==> config.mk <==
export PLATFORM = sky130hd
export DESIGN_NAME = ptc_bank
export DESIGN_NICKNAME = d
export VERILOG_FILES = /design/src/hw/ptc_pkg.sv /design/src/hw/ptc_bank.sv /design/src/hw/ptc_sync2.sv
export SDC_FILE = /design/constraint.sdc
export NUM_CORES = 1
export LEC_CHECK = 0
export BUFFER_PORTS_ARGS = -buffer_cell sky130_fd_sc_hd__buf_2
export CAP_MARGIN = 40
export CORE_UTILIZATION = 39
export CTS_CLUSTER_SIZE = 28
export DETAILED_ROUTE_END_ITERATION = 7
export PLACE_DENSITY = 0.72
export SLEW_MARGIN = 30
export SYNTH_ARGS = -nofsm -noshare
export SYNTH_HDL_FRONTEND = slang
export SYNTH_SLANG_ARGS = --single-unit
==> constraint.sdc <==
create_clock -name clock -period 0.8 [get_ports clock]
set_clock_uncertainty 0.05 [all_clocks]
set_input_delay 0.12 -clock clock [delete_from_list [all_inputs] [get_ports clock]]
set_output_delay 0.12 -clock clock [all_outputs]
set_load 0.02 [all_outputs]
==> src/hw/ptc_pkg.sv <==
// Package with field layout, reset values and carrier types of the upper terminal register.
package ptc_pkg;

    // ==================================================================
    // Register layout.
    localparam int PTC_REG_W = 9;
    localparam int PTC_BIT_RSVD = 8;
    localparam int PTC_BIT_N3_HW = 7;
    localparam int PTC_BIT_N3_A = 6;
    localparam int PTC_BIT_N3_W = 5;
    localparam int PTC_BIT_N3_B = 4;
    localparam int PTC_BIT_N2_HW = 3;
    localparam int PTC_BIT_N2_A = 2;
    localparam int PTC_BIT_N2_W = 1;
    localparam int PTC_BIT_N2_B = 0;
    localparam logic [8:0] PTC_REG_RESET = 9'h1FF;
    localparam logic PTC_RSVD_VALUE = 1'h1;
    localparam logic [3:0] PTC_SW_RESET = 4'hE;
    localparam logic PTC_SD_RESET = 1'h0;
    localparam int PTC_SYNC_STAGES = 2;

    // ==================================================================
    // Register view, most significant field first.
    typedef struct packed {
        logic reserved_high_one;
        logic net3_hw_shutdown_override;
        logic net3_term_a_connect;
        logic net3_wiper_connect;
        logic net3_term_b_connect;
        logic net2_hw_shutdown_override;
        logic net2_term_a_connect;
        logic net2_wiper_connect;
        logic net2_term_b_connect;
    } ptc_tcon_t;

    // Switch drive for one resistor network.
    typedef struct packed {
        logic term_a;
        logic wiper;
        logic term_b;
        logic wiper_to_b;
    } ptc_net_sw_t;

endpackage

==> src/hw/ptc_bank.sv <==
// Upper terminal connect register for resistor networks 3 and 2, with switch drive.
`timescale 1ns/1ps
`default_nettype none
module ptc_bank
(
    input wire logic clock,
    input wire logic nrst,
    input wire logic wr_valid,
    input wire logic [ptc_pkg::PTC_REG_W-1:0] wr_data,
    input wire logic shutdown_pin_n,
    output ptc_pkg::ptc_tcon_t rd_data,
    output ptc_pkg::ptc_net_sw_t net3_sw,
    output ptc_pkg::ptc_net_sw_t net2_sw,
    output logic net3_in_shutdown,
    output logic net2_in_shutdown
);
    import ptc_pkg::*;

    // ==================================================================
    // Shutdown pin synchronisation.
    logic pin_shdn_n_s;

    ptc_sync2 u_shdn_sync
    (
        .clock(clock),
        .nrst(nrst),
        .async_in(shutdown_pin_n),
        .sync_out(pin_shdn_n_s)
    );

    // ==================================================================
    // Register storage.
    ptc_tcon_t tcon;
    ptc_tcon_t next_tcon;
    ptc_tcon_t wr_view;

    assign wr_view = ptc_tcon_t'(wr_data);

    always_comb
    begin
        next_tcon = tcon;
        if (wr_valid)
        begin
            next_tcon = wr_view;
        end
        // The top bit holds its fixed value whatever is written.
        next_tcon.reserved_high_one = PTC_RSVD_VALUE;
    end

    always_ff @(posedge clock or negedge nrst)
    begin
        if (!nrst)
            tcon <= ptc_tcon_t'(PTC_REG_RESET);
        else
            tcon <= next_tcon;
    end

    assign rd_data = tcon;

    // ==================================================================
    // Switch drive.
    // A network is in shutdown when its hardware bit is zero or the pin is low.
    // In shutdown terminal A opens and the wiper is tied to terminal B;
    // the register bits themselves are left untouched.
    ptc_net_sw_t sw3;
    ptc_net_sw_t sw2;
    ptc_net_sw_t next_sw3;
    ptc_net_sw_t next_sw2;
    logic sd3;
    logic sd2;
    logic next_sd3;
    logic next_sd2;

    always_comb
    begin
        next_sd3 = !tcon.net3_hw_shutdown_override || !pin_shdn_n_s;
        next_sd2 = !tcon.net2_hw_shutdown_override || !pin_shdn_n_s;
        next_sw3.term_a = tcon.net3_term_a_connect && !next_sd3;
        next_sw3.wiper = tcon.net3_wiper_connect;
        next_sw3.term_b = tcon.net3_term_b_connect;
        next_sw3.wiper_to_b = next_sd3;
        next_sw2.term_a = tcon.net2_term_a_connect && !next_sd2;
        next_sw2.wiper = tcon.net2_wiper_connect;
        next_sw2.term_b = tcon.net2_term_b_connect;
        next_sw2.wiper_to_b = next_sd2;
    end

    always_ff @(posedge clock or negedge nrst)
    begin
        if (!nrst)
        begin
            sw3 <= ptc_net_sw_t'(PTC_SW_RESET);
            sw2 <= ptc_net_sw_t'(PTC_SW_RESET);
            sd3 <= PTC_SD_RESET;
            sd2 <= PTC_SD_RESET;
        end
        else
        begin
            sw3 <= next_sw3;
            sw2 <= next_sw2;
            sd3 <= next_sd3;
            sd2 <= next_sd2;
        end
    end

    assign net3_sw = sw3;
    assign net2_sw = sw2;
    assign net3_in_shutdown = sd3;
    assign net2_in_shutdown = sd2;
endmodule
`default_nettype wire

==> src/hw/ptc_sync2.sv <==
// Two-stage synchroniser for one asynchronous level.
`timescale 1ns/1ps
`default_nettype none
module ptc_sync2
(
    input wire logic clock,
    input wire logic nrst,
    input wire logic async_in,
    output logic sync_out
);
    import ptc_pkg::*;

    // ==================================================================
    // Synchroniser chain, reset to the inactive (high) level.
    logic [PTC_SYNC_STAGES-1:0] stages;
    logic [PTC_SYNC_STAGES-1:0] next_stages;

    always_comb
    begin
        next_stages = {stages[PTC_SYNC_STAGES-2:0], async_in};
    end

    always_ff @(posedge clock or negedge nrst)
    begin
        if (!nrst)
            stages <= '1;
        else
            stages <= next_stages;
    end

    assign sync_out = stages[PTC_SYNC_STAGES-1];
endmodule
`default_nettype wire

==> results.sh, run 1 <==
export IMPL_synthTopCellsByArea="sky130_fd_sc_hd__dfstp_2, sky130_fd_sc_hd__mux2_4, sky130_fd_sc_hd__buf_4"
export IMPL_finalHoldViolations=0
export IMPL_drt_iter0_markers=6
export IMPL_synth_top_cell_area_share_pct=62.0
export IMPL_first_global_vias=400
export IMPL_synth_edf_count=0
export IMPL_cp_top_family="flip-flops"
export IMPL_grt_pass1_wl_um=1840
export IMPL_floorplan_initialDensity_pct=43.5
export IMPL_maxSlewViolCount=0
export IMPL_detail_route_antenna_nets=0
export IMPL_synth_seq_cells=18
export IMPL_layout_drive_gt1_share_pct=88.3
export IMPL_design_portCount=32
export IMPL_max_vdd_ir_drop_v=0.00126
export IMPL_ys_warn_count=0
export IMPL_area_delta_synth_final_pct=55.7
export IMPL_cts_htree_levels=1
export IMPL_worstPathArrival_ns=0.95
export IMPL_p_total_mw=2.10
export IMPL_startpoint_type_of_the_worst_setup_path="register"
export IMPL_yosys_top_cells_count="sky130_fd_sc_hd__dfstp_2, sky130_fd_sc_hd__mux2_4, sky130_fd_sc_hd__buf_4"
export IMPL_grt_overflow_total=0
export IMPL_floorplan_die_area_um2=1910
export IMPL_clock_sink_count=18
export IMPL_grt_max_degree=19
export IMPL_avgRoutedWirePerCell_um=13.0
export IMPL_path_cells="buf_6"
export IMPL_top_layer="met3"
export IMPL_unrepaired_setup_endpoints_after_global_routing="yes"
export IMPL_clock_fmax_mhz=891
export IMPL_ys_async_sr_fraction_pct=100
export IMPL_grt_util_all_layers_pct=13.7
export IMPL_cp_buffers_inverters=1
export IMPL_gate_count_of_the_mapped_netlist=39
export IMPL_clk_path_buf_depth=2
export IMPL_vias=396
export IMPL_dpl_hpwl_um=691
export IMPL_crit_path_end_kind="primary output"
export IMPL_clkSlewWorstSetupHoldPaths_ns=0.10
export IMPL_cp_required_ns=0.63
export IMPL_final_min_period_ns=1.12
export IMPL_placementRows=14
export IMPL_met2_length_um=664
export IMPL_timing_setup_critical_path_class="register to primary output"
export IMPL_cts_tree="yes"
export IMPL_area_of_the_mapped_netlist_um2=678
export IMPL_met3_length_um=57
export IMPL_status="complete, but fails checks"
export IMPL_regArea_um2=470
export IMPL_numCtsBuffers=3
export IMPL_remaining_drc_errors=3
export IMPL_hold_path_class="primary input to register"
export IMPL_timing_max_cap_violations=0
export IMPL_core_area_um2=1560
export IMPL_synth_net_count=52
export IMPL_post_synth_top_area_cell="sky130_fd_sc_hd__dfstp_2"
export IMPL_die_x_um=43.7
export IMPL_nFillCells=118
export IMPL_failed_checks="DRC, setup timing"
export IMPL_wl_met1_um=484
export IMPL_multi_input_comb_area_um2=149
export IMPL_drt_pass1_iter_count=6
export IMPL_worstPathMaxFanout=2
export IMPL_min_period_over_period_pct=140
export IMPL_floorplan_die_height_um=43.7
export IMPL_grt_antenna_before_repair=0
export IMPL_finalSetupViolations=32
export IMPL_routabilityCongestion=0.656
export IMPL_power_leakage_nw=0.510
export IMPL_synth_ff_type="sky130_fd_sc_hd__dfstp_2"
export IMPL_yosysMostFrequentCell="sky130_fd_sc_hd__dfstp_2"
export IMPL_port_buffer_count=29
export IMPL_worst_path_largest_cell_delay_ns=0.56
export IMPL_fin_util_pct=67.7
export IMPL_diodes=0
export IMPL_cpMaxStageDelayCell="sky130_fd_sc_hd__dfstp_2"
export IMPL_clock_latency_ns=0.28
export IMPL_register_area_share_after_synthesis_pct=69.4
export IMPL_nNetsFinal=91
export IMPL_detail_route_wirelength_um=1210
export IMPL_fin_ws_ns=-0.322
export IMPL_power_density_nw_per_um2=1990
export IMPL_ys_types=8
export IMPL_cts_root_buffer_cell="sky130_fd_sc_hd__clkbuf_4"
export IMPL_cts_hold_buffers_added=2
export IMPL_avgViaCountPerCell=4.26
export IMPL_synth_area_per_cell_um2=17.4
-- final cells by class --
cell class / count / share of cell area, %
tap: 16 / 1.90
timing repair buffer: 42 / 37.0
multi-input combinational: 13 / 14.1
sequential: 18 / 44.5
clock buffer: 4 / 2.49
-- layout by cell type (no fill, tap or decap) --
| master | Yosys | routed |
|---|---|---|
| sky130_fd_sc_hd__clkbuf_1 | 0 | 1 |
| sky130_fd_sc_hd__conb_1 | 1 | 1 |
| sky130_fd_sc_hd__dfrtp_1 | 2 | 2 |
| sky130_fd_sc_hd__and3_4 | 0 | 1 |
| sky130_fd_sc_hd__mux2_4 | 8 | 8 |
| sky130_fd_sc_hd__buf_2 | 0 | 11 |
| sky130_fd_sc_hd__dlygate4sd3_1 | 0 | 2 |
| sky130_fd_sc_hd__buf_6 | 1 | 26 |
| sky130_fd_sc_hd__buf_4 | 7 | 3 |
| sky130_fd_sc_hd__dfstp_2 | 16 | 16 |
| sky130_fd_sc_hd__and3_1 | 2 | 1 |
| sky130_fd_sc_hd__nand2_1 | 2 | 2 |
| sky130_fd_sc_hd__clkbuf_4 | 0 | 3 |
-- registers in the layout, summed over array words and instances, names as in the netlist --
| register | count |
|---|---|
| rd_data | 8 |
| net2_sw | 3 |
| net3_sw | 4 |
| net2_in_shutdown | 1 |
| u_shdn_sync.stages | 2 |
-- per-layer routing --
metal  vias up  global-route usage [%]
li1        194                       -
met1       185                    17.1
met2        17                    23.3
met3         0                    2.50
met4         0                    5.63
met5         -                       0
-- through the flow --
stage	area, um^2	setup TNS, ns	hold WS [ns]	instances	setup WS, ns
after floorplan	693	-0.277	-0.226	39	-0.0518
after global placement	779	-0.689	0.00400	76	-0.0599
after detailed placement	779	-0.762	0.0102	76	-0.0707
after CTS	998	-6.33	0.00127	90	-0.339
after global routing	1060	-7.41	-0.0149	93	-0.371
final	1060	-6.40	0.0120	93	-0.322
-- path summary, 6_finish.rpt --
path	startpoint	to	slack, ns	cells past startpoint
min in group asynchronous	nrst	net3_sw[0]	0.23	2
setup / recovery	rd_data[6]	rd_data[6]	-0.32	1
hold / removal	wr_data[6]	rd_data[6]	0.01	2
setup reg to reg	rd_data[7]	net3_sw[3]	-0.21	3
max in group asynchronous	nrst	net2_sw[2]	0.14	2
hold reg to reg	u_shdn_sync.stages[0]	u_shdn_sync.stages[1]	0.31	0
-- power by group --
part           internal (mW)  switching [mW]  leakage, nW  total [mW]
logic                  0.335           0.226        0.306       0.562
registers               1.05          0.0564        0.188        1.10
clock network          0.193           0.245       0.0150       0.438
-- kinds of logic (layout without fill, tap and decap cells) --
group | Yosys count | after routing | synth area share [%]
multiplexers | 8 | 8 | 17.7
buffers and inverters | 8 | 46 | 9.41
AND/OR/NAND/NOR | 4 | 4 | 2.95
flip-flops | 18 | 18 | 69.4
other | 1 | 1 | 0.553
-- repair_timing --
action	in CTS	in global routing
hold endpoints to repair	19	2
resized for setup	36	9
setup endpoints to repair	22	30
buffers inserted	8	3
(Power assumes the default switching activity.)
==> run 2, diff against run 1 <==
- CORE_ASPECT_RATIO: default -> 1.1
==> results.sh, run 2 (synthesis results as in run 1) <==
export IMPL_status="complete, but fails checks"
export IMPL_failed_checks="setup timing"
export IMPL_switching_share_pct=24.6
export IMPL_p_switching_mw=0.531
export IMPL_port_buffer_count=29
export IMPL_r2r_worst_path_cells=2
export IMPL_totalNegativeSetupSlack_ns=-6.13
export IMPL_cts_htree_levels=1
export IMPL_remaining_drc_errors=0
export IMPL_cell_internal_pwr_mw=1.63
export IMPL_cpMaxStageDelayCell="sky130_fd_sc_hd__dfstp_2"
export IMPL_clock_sink_count=18
export IMPL_finalHoldViolations=0
export IMPL_flip_flop_count_of_the_largest_register_all_copies_and_words_added=8
export IMPL_diodes=0
export IMPL_p_clk_share_pct=25.0
export IMPL_post_dp_cell_area_um2=781
export IMPL_hold_end="rd_data[6]"
export IMPL_crit_path_end_kind="primary output"
export IMPL_area_delta_synth_final_pct=52.0
export IMPL_timing_setup_critical_path_class="register to primary output"
export IMPL_grt_antenna_before_repair=0
export IMPL_placementRows=15
export IMPL_hold_path_depth=2
export IMPL_cp_buffers_inverters=1
export IMPL_routabilityCongestion=0.603
export IMPL_grt_pass1_wl_um=1810
export IMPL_floorplan_initialDensity_pct=42.5
export IMPL_layout_drive_gt1_share_pct=91.9
export IMPL_maxSlewViolCount=0
export IMPL_worstPathArrival_ns=0.96
export IMPL_nNetsFinal=88
export IMPL_cts_root_buffer_cell="sky130_fd_sc_hd__clkbuf_4"
export IMPL_hp_start="wr_data[6]"
export IMPL_finalSetupViolations=30
export IMPL_worstPathMaxFanout=2
export IMPL_clk_path_buf_depth=2
export IMPL_startpoint_type_of_the_worst_setup_path="register"
export IMPL_final_min_period_ns=1.13
export IMPL_detail_route_wirelength_um=1080
export IMPL_path_cells="buf_6"
export IMPL_design_portCount=32
export IMPL_fin_util_pct=64.6
export IMPL_vias=402
export IMPL_grt_util_all_layers_pct=13.5
export IMPL_clock_fmax_mhz=883
export IMPL_worst_path_largest_cell_delay_ns=0.56
export IMPL_comb_power_share_pct=24.0
export IMPL_fin_ws_ns=-0.333
export IMPL_min_period_over_period_pct=142
export IMPL_layout_cells_most_common_list="sky130_fd_sc_hd__buf_6, sky130_fd_sc_hd__dfstp_2, sky130_fd_sc_hd__buf_2"
export IMPL_detail_route_antenna_nets=0
export IMPL_cts_tree="yes"
export IMPL_clkSlewWorstSetupHoldPaths_ns=0.10
export IMPL_drt_iter0_markers=2
export IMPL_cts_hold_buffers_added=2
export IMPL_placed_cells=77
export IMPL_numCtsBuffers=3
export IMPL_avgViaCountPerCell=4.42
export IMPL_final_cell_count_no_fill=91
export IMPL_first_global_vias=394
export IMPL_setup_reg_to_reg_worst_slack_ns=-0.12
export IMPL_clock_latency_ns=0.29
export IMPL_power_frac_seq_pct=51.0
export IMPL_layout_commonest_cell="sky130_fd_sc_hd__buf_6"
export IMPL_p_total_mw=2.16
export IMPL_timing_max_cap_violations=0
export IMPL_grt_overflow_total=0
export IMPL_cp_required_ns=0.63
export IMPL_max_vdd_ir_drop_v=0.00112
export IMPL_timing_rr_end="net2_sw[3]"
export IMPL_drt_pass1_iter_count=2
export IMPL_core_area_um2=1600
export IMPL_grt_max_degree=19
export IMPL_final_design_area_no_fill_um2=1030
export IMPL_cp_top_family="flip-flops"
export IMPL_floorplan_die_area_um2=1910
export IMPL_hold_path_class="primary input to register"
export IMPL_floorplan_die_height_um=45.7
export IMPL_power_leakage_nw=0.496
export IMPL_reg2reg_from="rd_data[2]"
export IMPL_avgRoutedWirePerCell_um=11.9
export IMPL_die_x_um=41.8
export IMPL_power_density_nw_per_um2=2090
export IMPL_unrepaired_setup_endpoints_after_global_routing="yes"
[run 2: power groups by stage]
| stage | combinational, mW | clock [mW] | sequential [mW] |
|---|---|---|---|
| 3_5_place_dp | 0.327 | 0 | 1.11 |
| 4_1_cts | 0.516 | 0.555 | 1.10 |
| 3_3_place_gp | 0.324 | 0 | 1.10 |
| 6_report | 0.519 | 0.539 | 1.10 |
| 5_1_grt | 0.550 | 0.602 | 1.11 |
| 2_1_floorplan | 0.187 | 0 | 1.18 |
[run 2: how the worst max path moves through the flow]
stage                from    endpoint  cells past startpoint
5_1_grt        rd_data[3]  rd_data[3]                      1
4_1_cts        rd_data[0]  rd_data[0]                      1
3_5_place_dp   rd_data[1]  rd_data[1]                      1
3_3_place_gp   rd_data[3]  rd_data[3]                      1
2_1_floorplan  rd_data[3]  net2_sw[3]                      1
6_report       rd_data[2]  rd_data[2]                      1
[run 2: repair_timing]
action                                  CTS  global route
pin swaps                                 0             1
setup buffers                             8             0
cloned                                    0             0
endpoints found under the setup margin   21            30
resized for setup                        39             3
hold endpoints to repair                 22             5
[run 2: layer usage]
metal | GRT usage (%) | share of wire (%)
met1 | 16.2 | 41
met2 | 22.2 | 53
met3 | 2.38 | 4.4
met4 | 9.68 | 1.8
met5 | 0 | 0
[run 2: through the flow]
stage	hold slack (ns)	setup WS (ns)
after floorplan	-0.226	-0.0518
after global placement	-0.00128	-0.0559
after detailed placement	0.00564	-0.0652
after CTS	-0.00177	-0.338
after global routing	-0.0120	-0.368
final	0.00551	-0.333
[run 2: final cells by class]
type | instances | area, um^2
clock buffers | 4 | 36.3
fillers | 130 | 564
multi-input cells | 13 | 154
flip-flops and latches | 18 | 470
well taps | 17 | 21.3
repair buffers | 39 | 349
